File: config.mk
export PLATFORM = sky130hd
export DESIGN_NAME = cdv_divider
export DESIGN_NICKNAME = d
export VERILOG_FILES = /design/src/logic/cdv_pkg.sv /design/src/logic/cdv_divider.sv
export SDC_FILE = /design/constraint.sdc
export NUM_CORES = 1
export LEC_CHECK = 0
export ABC_AREA = 1
export ABC_CLOCK_PERIOD_IN_PS = 1200
export BUFFER_PORTS_ARGS = -buffer_cell sky130_fd_sc_hd__buf_2
export CAP_MARGIN = 20
export CELL_PAD_IN_SITES_DETAIL_PLACEMENT = 1
export CELL_PAD_IN_SITES_GLOBAL_PLACEMENT = 1
export CORE_UTILIZATION = 39
export DETAILED_ROUTE_END_ITERATION = 7
export GPL_ROUTABILITY_DRIVEN = 0
export GPL_TIMING_DRIVEN = 0
export PLACE_DENSITY = 0.75
export SETUP_SLACK_MARGIN = 0.3
export SLEW_MARGIN = 20
export SYNTH_ARGS = -nofsm -noshare
export SYNTH_HDL_FRONTEND = slang
export SYNTH_SLANG_ARGS = --single-unit
File: constraint.sdc
create_clock -name clk_in -period 1.2 [get_ports clk_in]
set_input_delay 0.06 -clock clk_in [delete_from_list [all_inputs] [get_ports clk_in]]
set_output_delay 0.06 -clock clk_in [all_outputs]
set_load 0.01 [all_outputs]
File: src/logic/cdv_pkg.sv
`default_nettype none
package cdv_pkg;
	// three-flop pin synchroniser depth
	localparam int SYNC_DEPTH = 3;
	// divider chain width: bit0 is /2, bit1 is /4, bit2 is /8
	localparam int DIV_WIDTH = 3;
	localparam logic [2:0] DIV_RESET = 3'h0;
	localparam logic [2:0] DIV_STEP = 3'h1;
	// bit positions inside the divider chain
	localparam int HALF_BIT = 0;
	localparam int QUARTER_BIT = 1;
	localparam int EIGHTH_BIT = 2;
	// an open gate or clear pin reads as low
	localparam logic [2:0] SYNC_RESET = 3'h0;
	localparam logic GATE_RESET = 1'b0;

	typedef struct packed {
		logic eighth;
		logic quarter;
		logic half;
	} cdv_rates_s;
endpackage
`default_nettype wire

File: src/logic/cdv_divider.sv
// Behaviour
// RULE1 - Three outputs give the source clock divided by two, four and eight.
// RULE2 - All three stages advance on one shared event so common edges align.
// RULE3 - A gate change only takes effect while the source clock is low.
// RULE4 - The active-low gate is captured on the falling source clock edge.
// RULE5 - Stages advance on rising source edges while gated on and not clear.
// RULE6 - A high clear forces all outputs low regardless of clock and gate.
// RULE7 - A gate or clear pin left open reads low, so division runs freely.
// RULE8 - After clear, all outputs rise together on the next rising edge.
`timescale 1ns/100ps
`default_nettype none
module cdv_divider
(
	input wire logic clk_in,
	input wire logic rst_in,
	input wire logic ce_in,
	input wire logic src_clk_in,
	input wire logic gate_n_in,
	input wire logic sync_clear_in,
	output logic half_rate_out,
	output logic quarter_rate_out,
	output logic eighth_rate_out
);
	logic [2:0] sync_clk;
	logic [2:0] sync_gate;
	logic [2:0] sync_clr;
	// filtered levels: a pin counts only once two flops agree, trading
	// four cycles of latency for immunity to a metastable first stage
	logic f_clk;
	logic f_clk_prev;
	logic f_gate;
	logic f_clr;
	logic gate_q;
	logic [cdv_pkg::DIV_WIDTH-1:0] count;
	cdv_pkg::cdv_rates_s rates;

	wire src_rise = f_clk & ~f_clk_prev;
	wire src_fall = ~f_clk & f_clk_prev;
	// a change is accepted only once stages two and three agree
	wire next_f_clk = (sync_clk[1] == sync_clk[2]) ? sync_clk[2] : f_clk;
	wire next_f_gate = (sync_gate[1] == sync_gate[2]) ? sync_gate[2] : f_gate;
	wire next_f_clr = (sync_clr[1] == sync_clr[2]) ? sync_clr[2] : f_clr;
	wire advance = src_rise & ~gate_q & ~f_clr;
	// down counting makes every stage rise together leaving reset
	wire [cdv_pkg::DIV_WIDTH-1:0] next_count = count - cdv_pkg::DIV_STEP;

	// RULE7 open pins low
	always_ff @(posedge clk_in)
	begin
		if (rst_in)
		begin
			sync_clk <= cdv_pkg::SYNC_RESET;
			sync_gate <= cdv_pkg::SYNC_RESET;
			sync_clr <= cdv_pkg::SYNC_RESET;
			f_clk <= 1'b0;
			f_clk_prev <= 1'b0;
			f_gate <= cdv_pkg::GATE_RESET;
			f_clr <= 1'b0;
		end
		else if (ce_in)
		begin
			sync_clk <= {sync_clk[1:0], src_clk_in};
			sync_gate <= {sync_gate[1:0], gate_n_in};
			sync_clr <= {sync_clr[1:0], sync_clear_in};
			f_clk <= next_f_clk;
			f_clk_prev <= f_clk;
			f_gate <= next_f_gate;
			f_clr <= next_f_clr;
		end
	end

	// RULE4 falling edge capture
	// RULE3 only when clock low: capture on the fall avoids runt stage pulses
	always_ff @(posedge clk_in)
	begin
		if (rst_in)
			gate_q <= cdv_pkg::GATE_RESET;
		else if (ce_in && src_fall)
			gate_q <= f_gate;
	end

	// RULE6 clear wins always
	// RULE5 advance or hold
	// RULE2 one shared event
	always_ff @(posedge clk_in)
	begin
		if (rst_in)
			count <= cdv_pkg::DIV_RESET;
		else if (ce_in && f_clr)
			count <= cdv_pkg::DIV_RESET;
		else if (ce_in && advance)
			count <= next_count;
	end

	// RULE1 divided outputs
	assign rates.half = count[cdv_pkg::HALF_BIT];
	assign rates.quarter = count[cdv_pkg::QUARTER_BIT];
	assign rates.eighth = count[cdv_pkg::EIGHTH_BIT];
	assign half_rate_out = rates.half;
	assign quarter_rate_out = rates.quarter;
	assign eighth_rate_out = rates.eighth;
endmodule
`default_nettype wire

* Word level (Yosys, flattened, before mapping)
Index checks and enable logic that the tools add are counted.
** Word-level totals
- Register bits :: 17
- Bits of input ports :: 6
- Output and inout bits :: 3
- Word-level logic and storage cells :: 28
** Cells by class
- Add/sub/neg operators :: 1
- Eq/ne operators :: 3
- Bitwise operators :: 8
- Reduce and logical (&&, ||, !) cells :: 7
** Operator list (count)
- $reduce_and A2 Y1 :: 3
- $and A1 B1 Y1 :: 4
- $not A1 Y1 :: 4
- $eq A1 B1 Y1 :: 3
- $logic_and A1 B1 Y1 :: 3
- $sub A3 B1 Y3 const B :: 1
- $reduce_or A2 Y1 :: 1

* Depth between registers and ports, before layout
Gate-level depths: netlist (run 1).
- Depth in word-level cells :: 5
- Mapped depth :: 8

* Least setup slack after synthesis (run 1)
Ideal clock, no wire load.
- Path type :: register to register
- Start :: register count[0] (netlist name)
- End :: register count[2] (netlist name)
- Setup time :: 0.110 ns
- Data arrival time :: 0.903 ns
- Path slack :: 0.187 ns
- Cell stages (with the launch flop) :: 9
- Buffers on the path :: 0
- Path through :: dfxtp_1 -> inv_1 -> ha_1 -> nand2_2 -> inv_2 -> nand3_1 -> nand2_1 -> inv_1 -> nor2_1
** Between the ends
- Word-level cells in the longest chain between the ends :: 1
** RTL lines
- start: declaration :: RTL line cdv_divider.sv:34 : logic [cdv_pkg::DIV_WIDTH-1:0] count;
- start signal: assignment :: RTL line cdv_divider.sv:88 : count <= cdv_pkg::DIV_RESET;
- start signal: assignment :: RTL line cdv_divider.sv:90 : count <= cdv_pkg::DIV_RESET;
- start signal: assignment :: RTL line cdv_divider.sv:92 : count <= next_count;
- $sub A3 B1 Y3 :: RTL line cdv_divider.sv:45 : wire [cdv_pkg::DIV_WIDTH-1:0] next_count = count - cdv_pkg::DIV_STEP;
Every way passes these cells.
A chain may end at the register's enable or synchronous reset.

* Final worst setup path (run 1)
- Start :: register count[0] (netlist name)
- End :: register count[1] (netlist name)
The elaborated chain is that of the path after synthesis.

==> impl_summary.log, run 1 <==
INFO  metric timing.fmax = 1070 MHz
INFO  metric final.period_utilization = 77.87%
INFO  metric synth.net_count = 98
INFO  metric violations = negative hold slack
INFO  metric worst_r2r_endpoint = count[1]
INFO  metric timing.hold.ws = -0.003244 ns
INFO  metric clk_sink_count = 17
INFO  metric dp_hpwl = 1074 µm
INFO  metric synth_top_cell_by_area = dfxtp_1
INFO  metric placementRows = 15
INFO  metric postSynthAreaPerCell = 7.782 µm²
INFO  metric clkSlewWorstSetupHoldPaths = 0.10 ns
INFO  metric wire_length_of_the_first_global_routing_pass = 2477 µm
INFO  metric worst_ir_drop_on_vdd = 0.0007372 V
INFO  metric post_route_cells_drive_above_1_share = 30.19%
INFO  metric hold_class = primary input to register
INFO  metric yosysWarningCount = 0
INFO  metric fin_tns_setup = 0 ns
INFO  metric post-layout-total-power = 0.0009906 W
INFO  metric worst_skew_pair.late_latency = 0.29 ns
INFO  metric drt.antenna.violating_nets = 0
INFO  metric ff2ff_path_depth = 5
INFO  metric rrSetupSlack = 0.27 ns
INFO  metric criticalPathCategory = register to register
INFO  metric cp-start-kind = register
INFO  metric final_hold_viol_count = 1
INFO  metric drtIter0Drc = 4
INFO  metric synthDistinctLibCells = 17
INFO  metric total_congestion_overflow = 0
INFO  metric setup_viol_count_final = 0
INFO  metric clock_tree_from_tritoncts = done
INFO  metric final_critical_delay_including_setup_and_external_delays = 0.9345 ns
INFO  metric finalWorstSetupSlack = 0.2655 ns
INFO  metric utilization = 51.14%
INFO  metric diodes = 0
INFO  metric min_path_cells = 3
INFO  metric finalClockSkew = 0.002508 ns
INFO  metric stdcell_count = 131
INFO  metric detail_route.wirelength = 1521 µm
INFO  metric hold_start = gate_n_in
INFO  metric first_pass_iters = 3
INFO  metric synthCells = 91
INFO  metric htree_levels = 1
INFO  metric design.die.area = 0.001990 mm²
INFO  metric drc = 0
INFO  metric start_util = 41.47%
INFO  metric groute.usage.overall = 17.01%
INFO  metric worst_pin_slew = 0.2861 ns
INFO  metric ys_ff_latch = 17
INFO  metric critPathRequiredTime = 1.39 ns
INFO  metric num_io_pins = 9
INFO  metric avgRoutedWirePerCell = 11.61 µm
INFO  metric status = finished, violations left
INFO  metric max_fo_critical_path = 2
INFO  metric synth_seq_area_share = 48.06%
INFO  metric power_per_cell_area = 1134 mW/mm²
INFO  metric numPlacedInstances = 123
INFO  metric cts.root.buffer_cell = clkbuf_4
INFO  metric die_h = 44.61 µm
INFO  metric core_area = 0.001708 mm²
INFO  metric die-width = 44.61 µm
INFO  metric unrepaired_setup_endpoints_after_global_routing = true
INFO  metric critical_path_arrival = 1.13 ns
INFO  metric power.static_leakage = 0.3587 nW
INFO  metric min_delay_worst_endpoint = sync_gate[0]
INFO  metric slew_violations = 0
INFO  metric via_count_of_the_first_global_routing_pass = 647
INFO  metric syn2layout_area_growth = 23.32%
INFO  metric grt_antenna_before_repair = 0
INFO  metric layout.nets = 114
INFO  metric synth_largest_type_area_fraction = 48.06%
INFO  metric worstSetupEndpointType = register
INFO  metric post_drt_via_cell_ratio = 4.802
INFO  metric drv_cap = 0
INFO  metric timing.slew.headroom = 80.91%
INFO  metric vias = 629
INFO  metric numPortBuffers = 7
INFO  metric cts_buffer_count = 3
INFO  metric ctsLongestPathBuffers = 2
INFO  metric reg2reg_from = count[0]
INFO  metric netlist_area = 708.2 µm²
INFO  metric grt_start_max_net_pins = 11
INFO  metric most_area_consuming_cells_after_synthesis = dfxtp_1 (48%), o21ai_0 (8.5%), nor2_1 (8.5%)
INFO  metric dp_worst_setup_slack = 0.2469 ns
INFO  metric filler_cell_count = 216
[cell type report]
cell class              count  area [µm²]  share of cell area, %
plain buffers               3       33.78                  3.868
clock buffers               4       26.28                  3.009
inverters                  11       41.29                  4.728
multi-input cells          60       317.8                  36.39
flip-flops and latches     17       346.6                  39.68
well taps                  25       31.28                  3.582
repair buffers             11       76.32                  8.739
[stage by stage]
stage	hold slack [ns]	instance area (µm²)
finish	-0.003244	873.3
global route	0.005998	873.3
CTS	0.001920	860.8
detailed placement	0.2924	789.5
global placement	0.2807	789.5
floorplan	0.1291	723.2
[how the worst max path moves through the flow]
| stage | startpoint | cells past startpoint | end |
|---|---|---|---|
| floorplan | count[0] | 5 | count[1] |
| global placement | count[0] | 5 | count[1] |
| detailed placement | count[0] | 5 | count[1] |
| CTS | count[1] | 8 | count[2] |
| global route | count[0] | 5 | count[1] |
| finish | count[0] | 5 | count[1] |
[flip-flops by register name, indices dropped and copies added, names as in the netlist]
name / count
count: 3
sync_gate: 3
sync_clr: 3
f_gate: 1
f_clk: 1
f_clr: 1
gate_q: 1
sync_clk: 3
f_clk_prev: 1
[cells in the mapped netlist]
| library cell | number |
|---|---|
| nor2_2 | 1 |
| ha_1 | 1 |
| nand2_1 | 12 |
| a211oi_1 | 1 |
| inv_1 | 8 |
| nand2_2 | 1 |
| a21oi_1 | 8 |
| o21ai_0 | 12 |
| o21ai_1 | 1 |
| buf_6 | 3 |
| dfxtp_1 | 17 |
| nor2_4 | 1 |
| nand3_2 | 1 |
| nor2_1 | 16 |
| nand4_1 | 3 |
| inv_2 | 3 |
| nand3_1 | 2 |
[worst max-delay path, stage by stage, from the launching register on]
cell	delay [ns]
dfxtp_2	0.35
inv_2	0.05
ha_4	0.25
nand4_1	0.09
nand2_1	0.07
nor2_1	0.04
[routing by layer]
metal  track usage [%]  up-vias  wire length [µm]
met1             17.63      293               651
met5                 0        -                 0
met3             2.857        4                35
li1                  -      323                 -
met4             10.30        0                23
met2             31.47        9               811
[cells by family after synthesis]
| group | share of synthesized area, % |
|---|---|
| buf+inv | 10.60 |
| fa+ha+maj | 1.767 |
| simple gates | 23.68 |
| flops | 48.06 |
| compound gates | 15.90 |
[timing repair]
action	CTS	global route
hold endpoints to repair	2	0
buffers inserted	2	0
resized for setup	3	5
pin swaps	5	5
setup endpoints to repair	3	5
hold buffers	2	0
[where the power goes]
part           total (W)  leakage [nW]  internal, W  switching, W
clock           0.000305        0.0150     0.000129      0.000175
sequential      0.000597         0.141     0.000585     0.0000121
combinational  0.0000889         0.202    0.0000383     0.0000506
total           0.000991         0.359     0.000752      0.000238
[cell usage in the layout (no fill, tap or decap), drive strengths merged]
cell type,netlist,layout
nand2,13,13
a21oi,8,8
inv,11,11
a211oi,1,1
buf,3,12
clkbuf,0,4
ha,1,1
nand3,3,3
nor2,18,18
dfxtp,17,17
o21ai,13,13
nand4,3,3
dlygate4sd3,0,2
No activity file was read; power rests on OpenSTA's default activity.
==> run 2, diff against run 1 <==
ABC_AREA = 0   (was 1)
ABC_CLOCK_PERIOD_IN_PS = 800   (was 1200)
CORE_UTILIZATION = 37   (was 39)
PLACE_DENSITY = 0.71   (was 0.75)
clock period = 0.8 ns   (was 1.2 ns; I/O delays follow)
==> run 2 against run 1 <==
Effect of this change:
- the run ends with negative hold slack, negative setup slack left
- final area rose by 7.3%
- clock power up 50%
- final cell count fell by 11%
- core utilization rose by 1.4 points
- flip-flop and latch count unchanged
- sequential power up 46%
- combinational power rose by 34%
- via count is 8.7% lower
==> impl_summary.log, run 2 <==
INFO  metric status = finished, violations left
INFO  metric violations = negative hold slack, negative setup slack
INFO  metric cp-start-kind = register
INFO  metric synth.net_count = 81 (-17%)
INFO  metric max_fo_critical_path = 4 (+2)
INFO  metric ctsLongestPathBuffers = 2 (unchanged)
INFO  metric synth_largest_type_area_fraction = 47.30% (-0.75 points)
INFO  metric filler_cell_count = 218 (+0.93%)
INFO  metric die_h = 46.10 µm (+3.3%)
INFO  metric worst_skew_pair.late_latency = 0.29 ns (about the same)
INFO  metric via_count_of_the_first_global_routing_pass = 527 (-19%)
INFO  metric first_pass_iters = 2 (-1)
INFO  metric worstSetupEndpointType = register
INFO  metric reg2reg_from = gate_q
INFO  metric finalWorstSetupSlack = -0.3278 ns (-0.5933 ns)
INFO  metric dp_hpwl = 998.8 µm (-7.0%)
INFO  metric synth_top_cell_by_area = dfxtp_1
INFO  metric criticalPathCategory = register to register
INFO  metric netlist_area = 719.4 µm² (+1.6%)
INFO  metric drt.antenna.violating_nets = 0 (unchanged)
INFO  metric cts.root.buffer_cell = clkbuf_4
INFO  metric core_area = 0.001783 mm² (+4.4%)
INFO  metric async_reset_ff_share = 0% (unchanged)
INFO  metric cts_buffer_count = 3 (unchanged)
INFO  metric ys_ff_latch = 17 (unchanged)
INFO  metric avgRoutedWirePerCell = 13.07 µm (+13%)
INFO  metric fin_tns_setup = -1.198 ns (-1.198 ns)
INFO  metric synth.most_common_cell = dfxtp_1
INFO  metric total_congestion_overflow = 0 (unchanged)
INFO  metric most-common-layout-cells = mux2i_1 (12), nor2_1 (11), dfxtp_2 (9)
INFO  metric mostFrequentLayoutCell = mux2i_1
INFO  metric drc = 0 (unchanged)
INFO  metric yosys-top-cells-count = dfxtp_1 (17), mux2i_1 (12), nor2_1 (11)
INFO  metric detail_route.wirelength = 1516 µm (-0.33%)
INFO  metric timing.slew.headroom = 85.38% (+4.5 points)
INFO  metric htree_levels = 1 (unchanged)
INFO  metric post_route_cells_drive_above_1_share = 41.76% (+12 points)
INFO  metric timing.hold.ws = -0.01941 ns (-0.01617 ns)
INFO  metric die-width = 46.10 µm (+3.3%)
INFO  metric multi_input_logic_area = 352.8 µm² (+11%)
INFO  metric postSynthAreaPerCell = 9.722 µm² (+25%)
INFO  metric synth_seq_area_share = 47.30% (-0.75 points)
INFO  metric critPathRequiredTime = 1.00 ns (-0.39 ns)
INFO  metric setup_viol_count_final = 8 (+8)
INFO  metric synthDistinctLibCells = 19 (+2)
INFO  metric drtIter0Drc = 2 (-2)
INFO  metric groute.usage.overall = 17.30% (+0.30 points)
INFO  metric ff2ff_path_depth = 4 (-1)
INFO  metric timing.fmax = 886.7 MHz (-17%)
INFO  metric slew_violations = 0 (unchanged)
INFO  metric clkSlewWorstSetupHoldPaths = 0.10 ns (about the same)
INFO  metric worst_pin_slew = 0.2170 ns (-0.06906 ns)
INFO  metric worst_ir_drop_on_vdd = 0.001164 V (+58%)
INFO  metric postSynth.topFlopCell = dfxtp_1
INFO  metric synthCells = 74 (-19%)
INFO  metric yosysWarningCount = 0 (unchanged)
INFO  metric start_util = 40.35% (-1.1 points)
INFO  metric final_hold_viol_count = 4 (+3)
INFO  metric regArea = 359.1 µm² (+3.6%)
INFO  metric power_per_cell_area = 1542 mW/mm² (+36%)
INFO  metric final.period_utilization = 141.0% (+63 points)
INFO  metric numPortBuffers = 6 (-1)
INFO  metric worst_r2r_endpoint = count[1]
INFO  metric wire_length_of_the_first_global_routing_pass = 2470 µm (-0.28%)
INFO  metric hold_class = primary input to register
INFO  metric worstSetupEndpoint = count[1]
INFO  metric grt_antenna_before_repair = 0 (unchanged)
INFO  metric power.static_leakage = 0.4375 nW (+22%)
INFO  metric final_critical_delay_including_setup_and_external_delays = 1.128 ns (+0.1933 ns)
INFO  metric clk_sink_count = 17 (unchanged)
INFO  metric drv_cap = 0 (unchanged)
INFO  metric vias = 574 (-8.7%)
INFO  metric placementRows = 15 (unchanged)
INFO  metric clock_tree_from_tritoncts = done
INFO  metric design.die.area = 0.002125 mm² (+6.8%)
INFO  metric diodes = 0 (unchanged)
INFO  metric grt_start_max_net_pins = 11 (unchanged)
INFO  metric finalClockSkew = 0.008509 ns (+0.006001 ns)
INFO  metric synth-edff-count = 0 (unchanged)
INFO  metric syn2layout_area_growth = 30.26%
INFO  metric most_area_consuming_cells_after_synthesis = dfxtp_1 (47%), mux2i_1 (17%), nor2_1 (5.7%)
INFO  metric post_drt_via_cell_ratio = 4.948 (+3.1%)
INFO  metric num_io_pins = 9 (unchanged)
INFO  metric layout.nets = 99 (-13%)
INFO  metric stdcell_area = 937.1 µm² (+7.3%)
INFO  metric detailed_place.area = 812.0 µm² (+2.9%)
INFO  metric rrSetupSlack = -0.33 ns (-0.59 ns)
INFO  metric unrepaired_setup_endpoints_after_global_routing = true
INFO  metric critical_path_arrival = 1.32 ns (+0.19 ns)
INFO  metric cp-startpoint = gate_q
==> run 2: layer usage <==
layer,vias up,part of all wire (%),track usage [%]
met5,-,0,0
met4,0,1.5,7.059
met3,4,4.0,7.059
met2,7,52,27.04
met1,276,42,20.91
li1,287,-,-
==> run 2: per-stage QoR <==
step / worst slack, ns / std cells / util (%) / total power [W]
floorplan: -0.2177 / 74 / - / 0.0009781
global placement: -0.2748 / 105 / 45.54 / 0.001002
detailed placement: -0.3610 / 105 / 45.54 / 0.001006
CTS: -0.3120 / 115 / 51.09 / 0.001485
global route: -0.3728 / 116 / 52.56 / 0.001536
finish: -0.3278 / 116 / 52.56 / 0.001445
==> run 2: report_power, final <==
part | switching [W] | total [W] | leakage [nW] | internal, W
logic | 0.0000581 | 0.000119 | 0.279 | 0.0000613
registers | 0.0000111 | 0.000870 | 0.143 | 0.000859
clock network | 0.000262 | 0.000456 | 0.0150 | 0.000194
total | 0.000331 | 0.00145 | 0.438 | 0.00111
==> run 2: logic make-up after synthesis <==
group / share of synthesized area [%]
and+or+nand+nor: 17.39
DFF: 47.30
AOI/OAI and AO/OA: 11.48
muxes: 16.70
buffers and inverters: 5.390
adders and majority gates: 1.739
==> run 2: area by class of cell <==
cell class | instances | share of cell area (%)
buffer | 5 | 5.741
sequential | 17 | 38.32
multi-input combinational | 49 | 37.65
clock buffer | 4 | 2.804
inverter | 3 | 1.202
tap | 25 | 3.338
timing repair buffer | 13 | 10.95
==> run 2: worst min-delay path by stage <==
stage / cells after the start / from / endpoint / slack (ns)
after floorplan: 2 / src_clk_in / sync_clk[0] / 0.19
after global placement: 3 / sync_clear_in / sync_clr[0] / 0.27
after detailed placement: 3 / src_clk_in / sync_clk[0] / 0.29
after CTS: 3 / src_clk_in / sync_clk[0] / -0.03
after global routing: 3 / gate_n_in / sync_gate[0] / -0.03
final: 3 / gate_n_in / sync_gate[0] / -0.02
==> run 2: repair_timing <==
item	4_1_cts	5_1_grt
buffers inserted	6	1
setup endpoints to repair	20	20
gates resized for setup	11	5
pin swaps	3	4
endpoints found under the hold margin	7	3
==> run 2: worst max-delay path, cell delays in order (launching register included) <==
cell	delay [ns]
dfxtp_2	0.34
nor4b_4	0.29
buf_4	0.18
and3_4	0.18
nor3_2	0.04
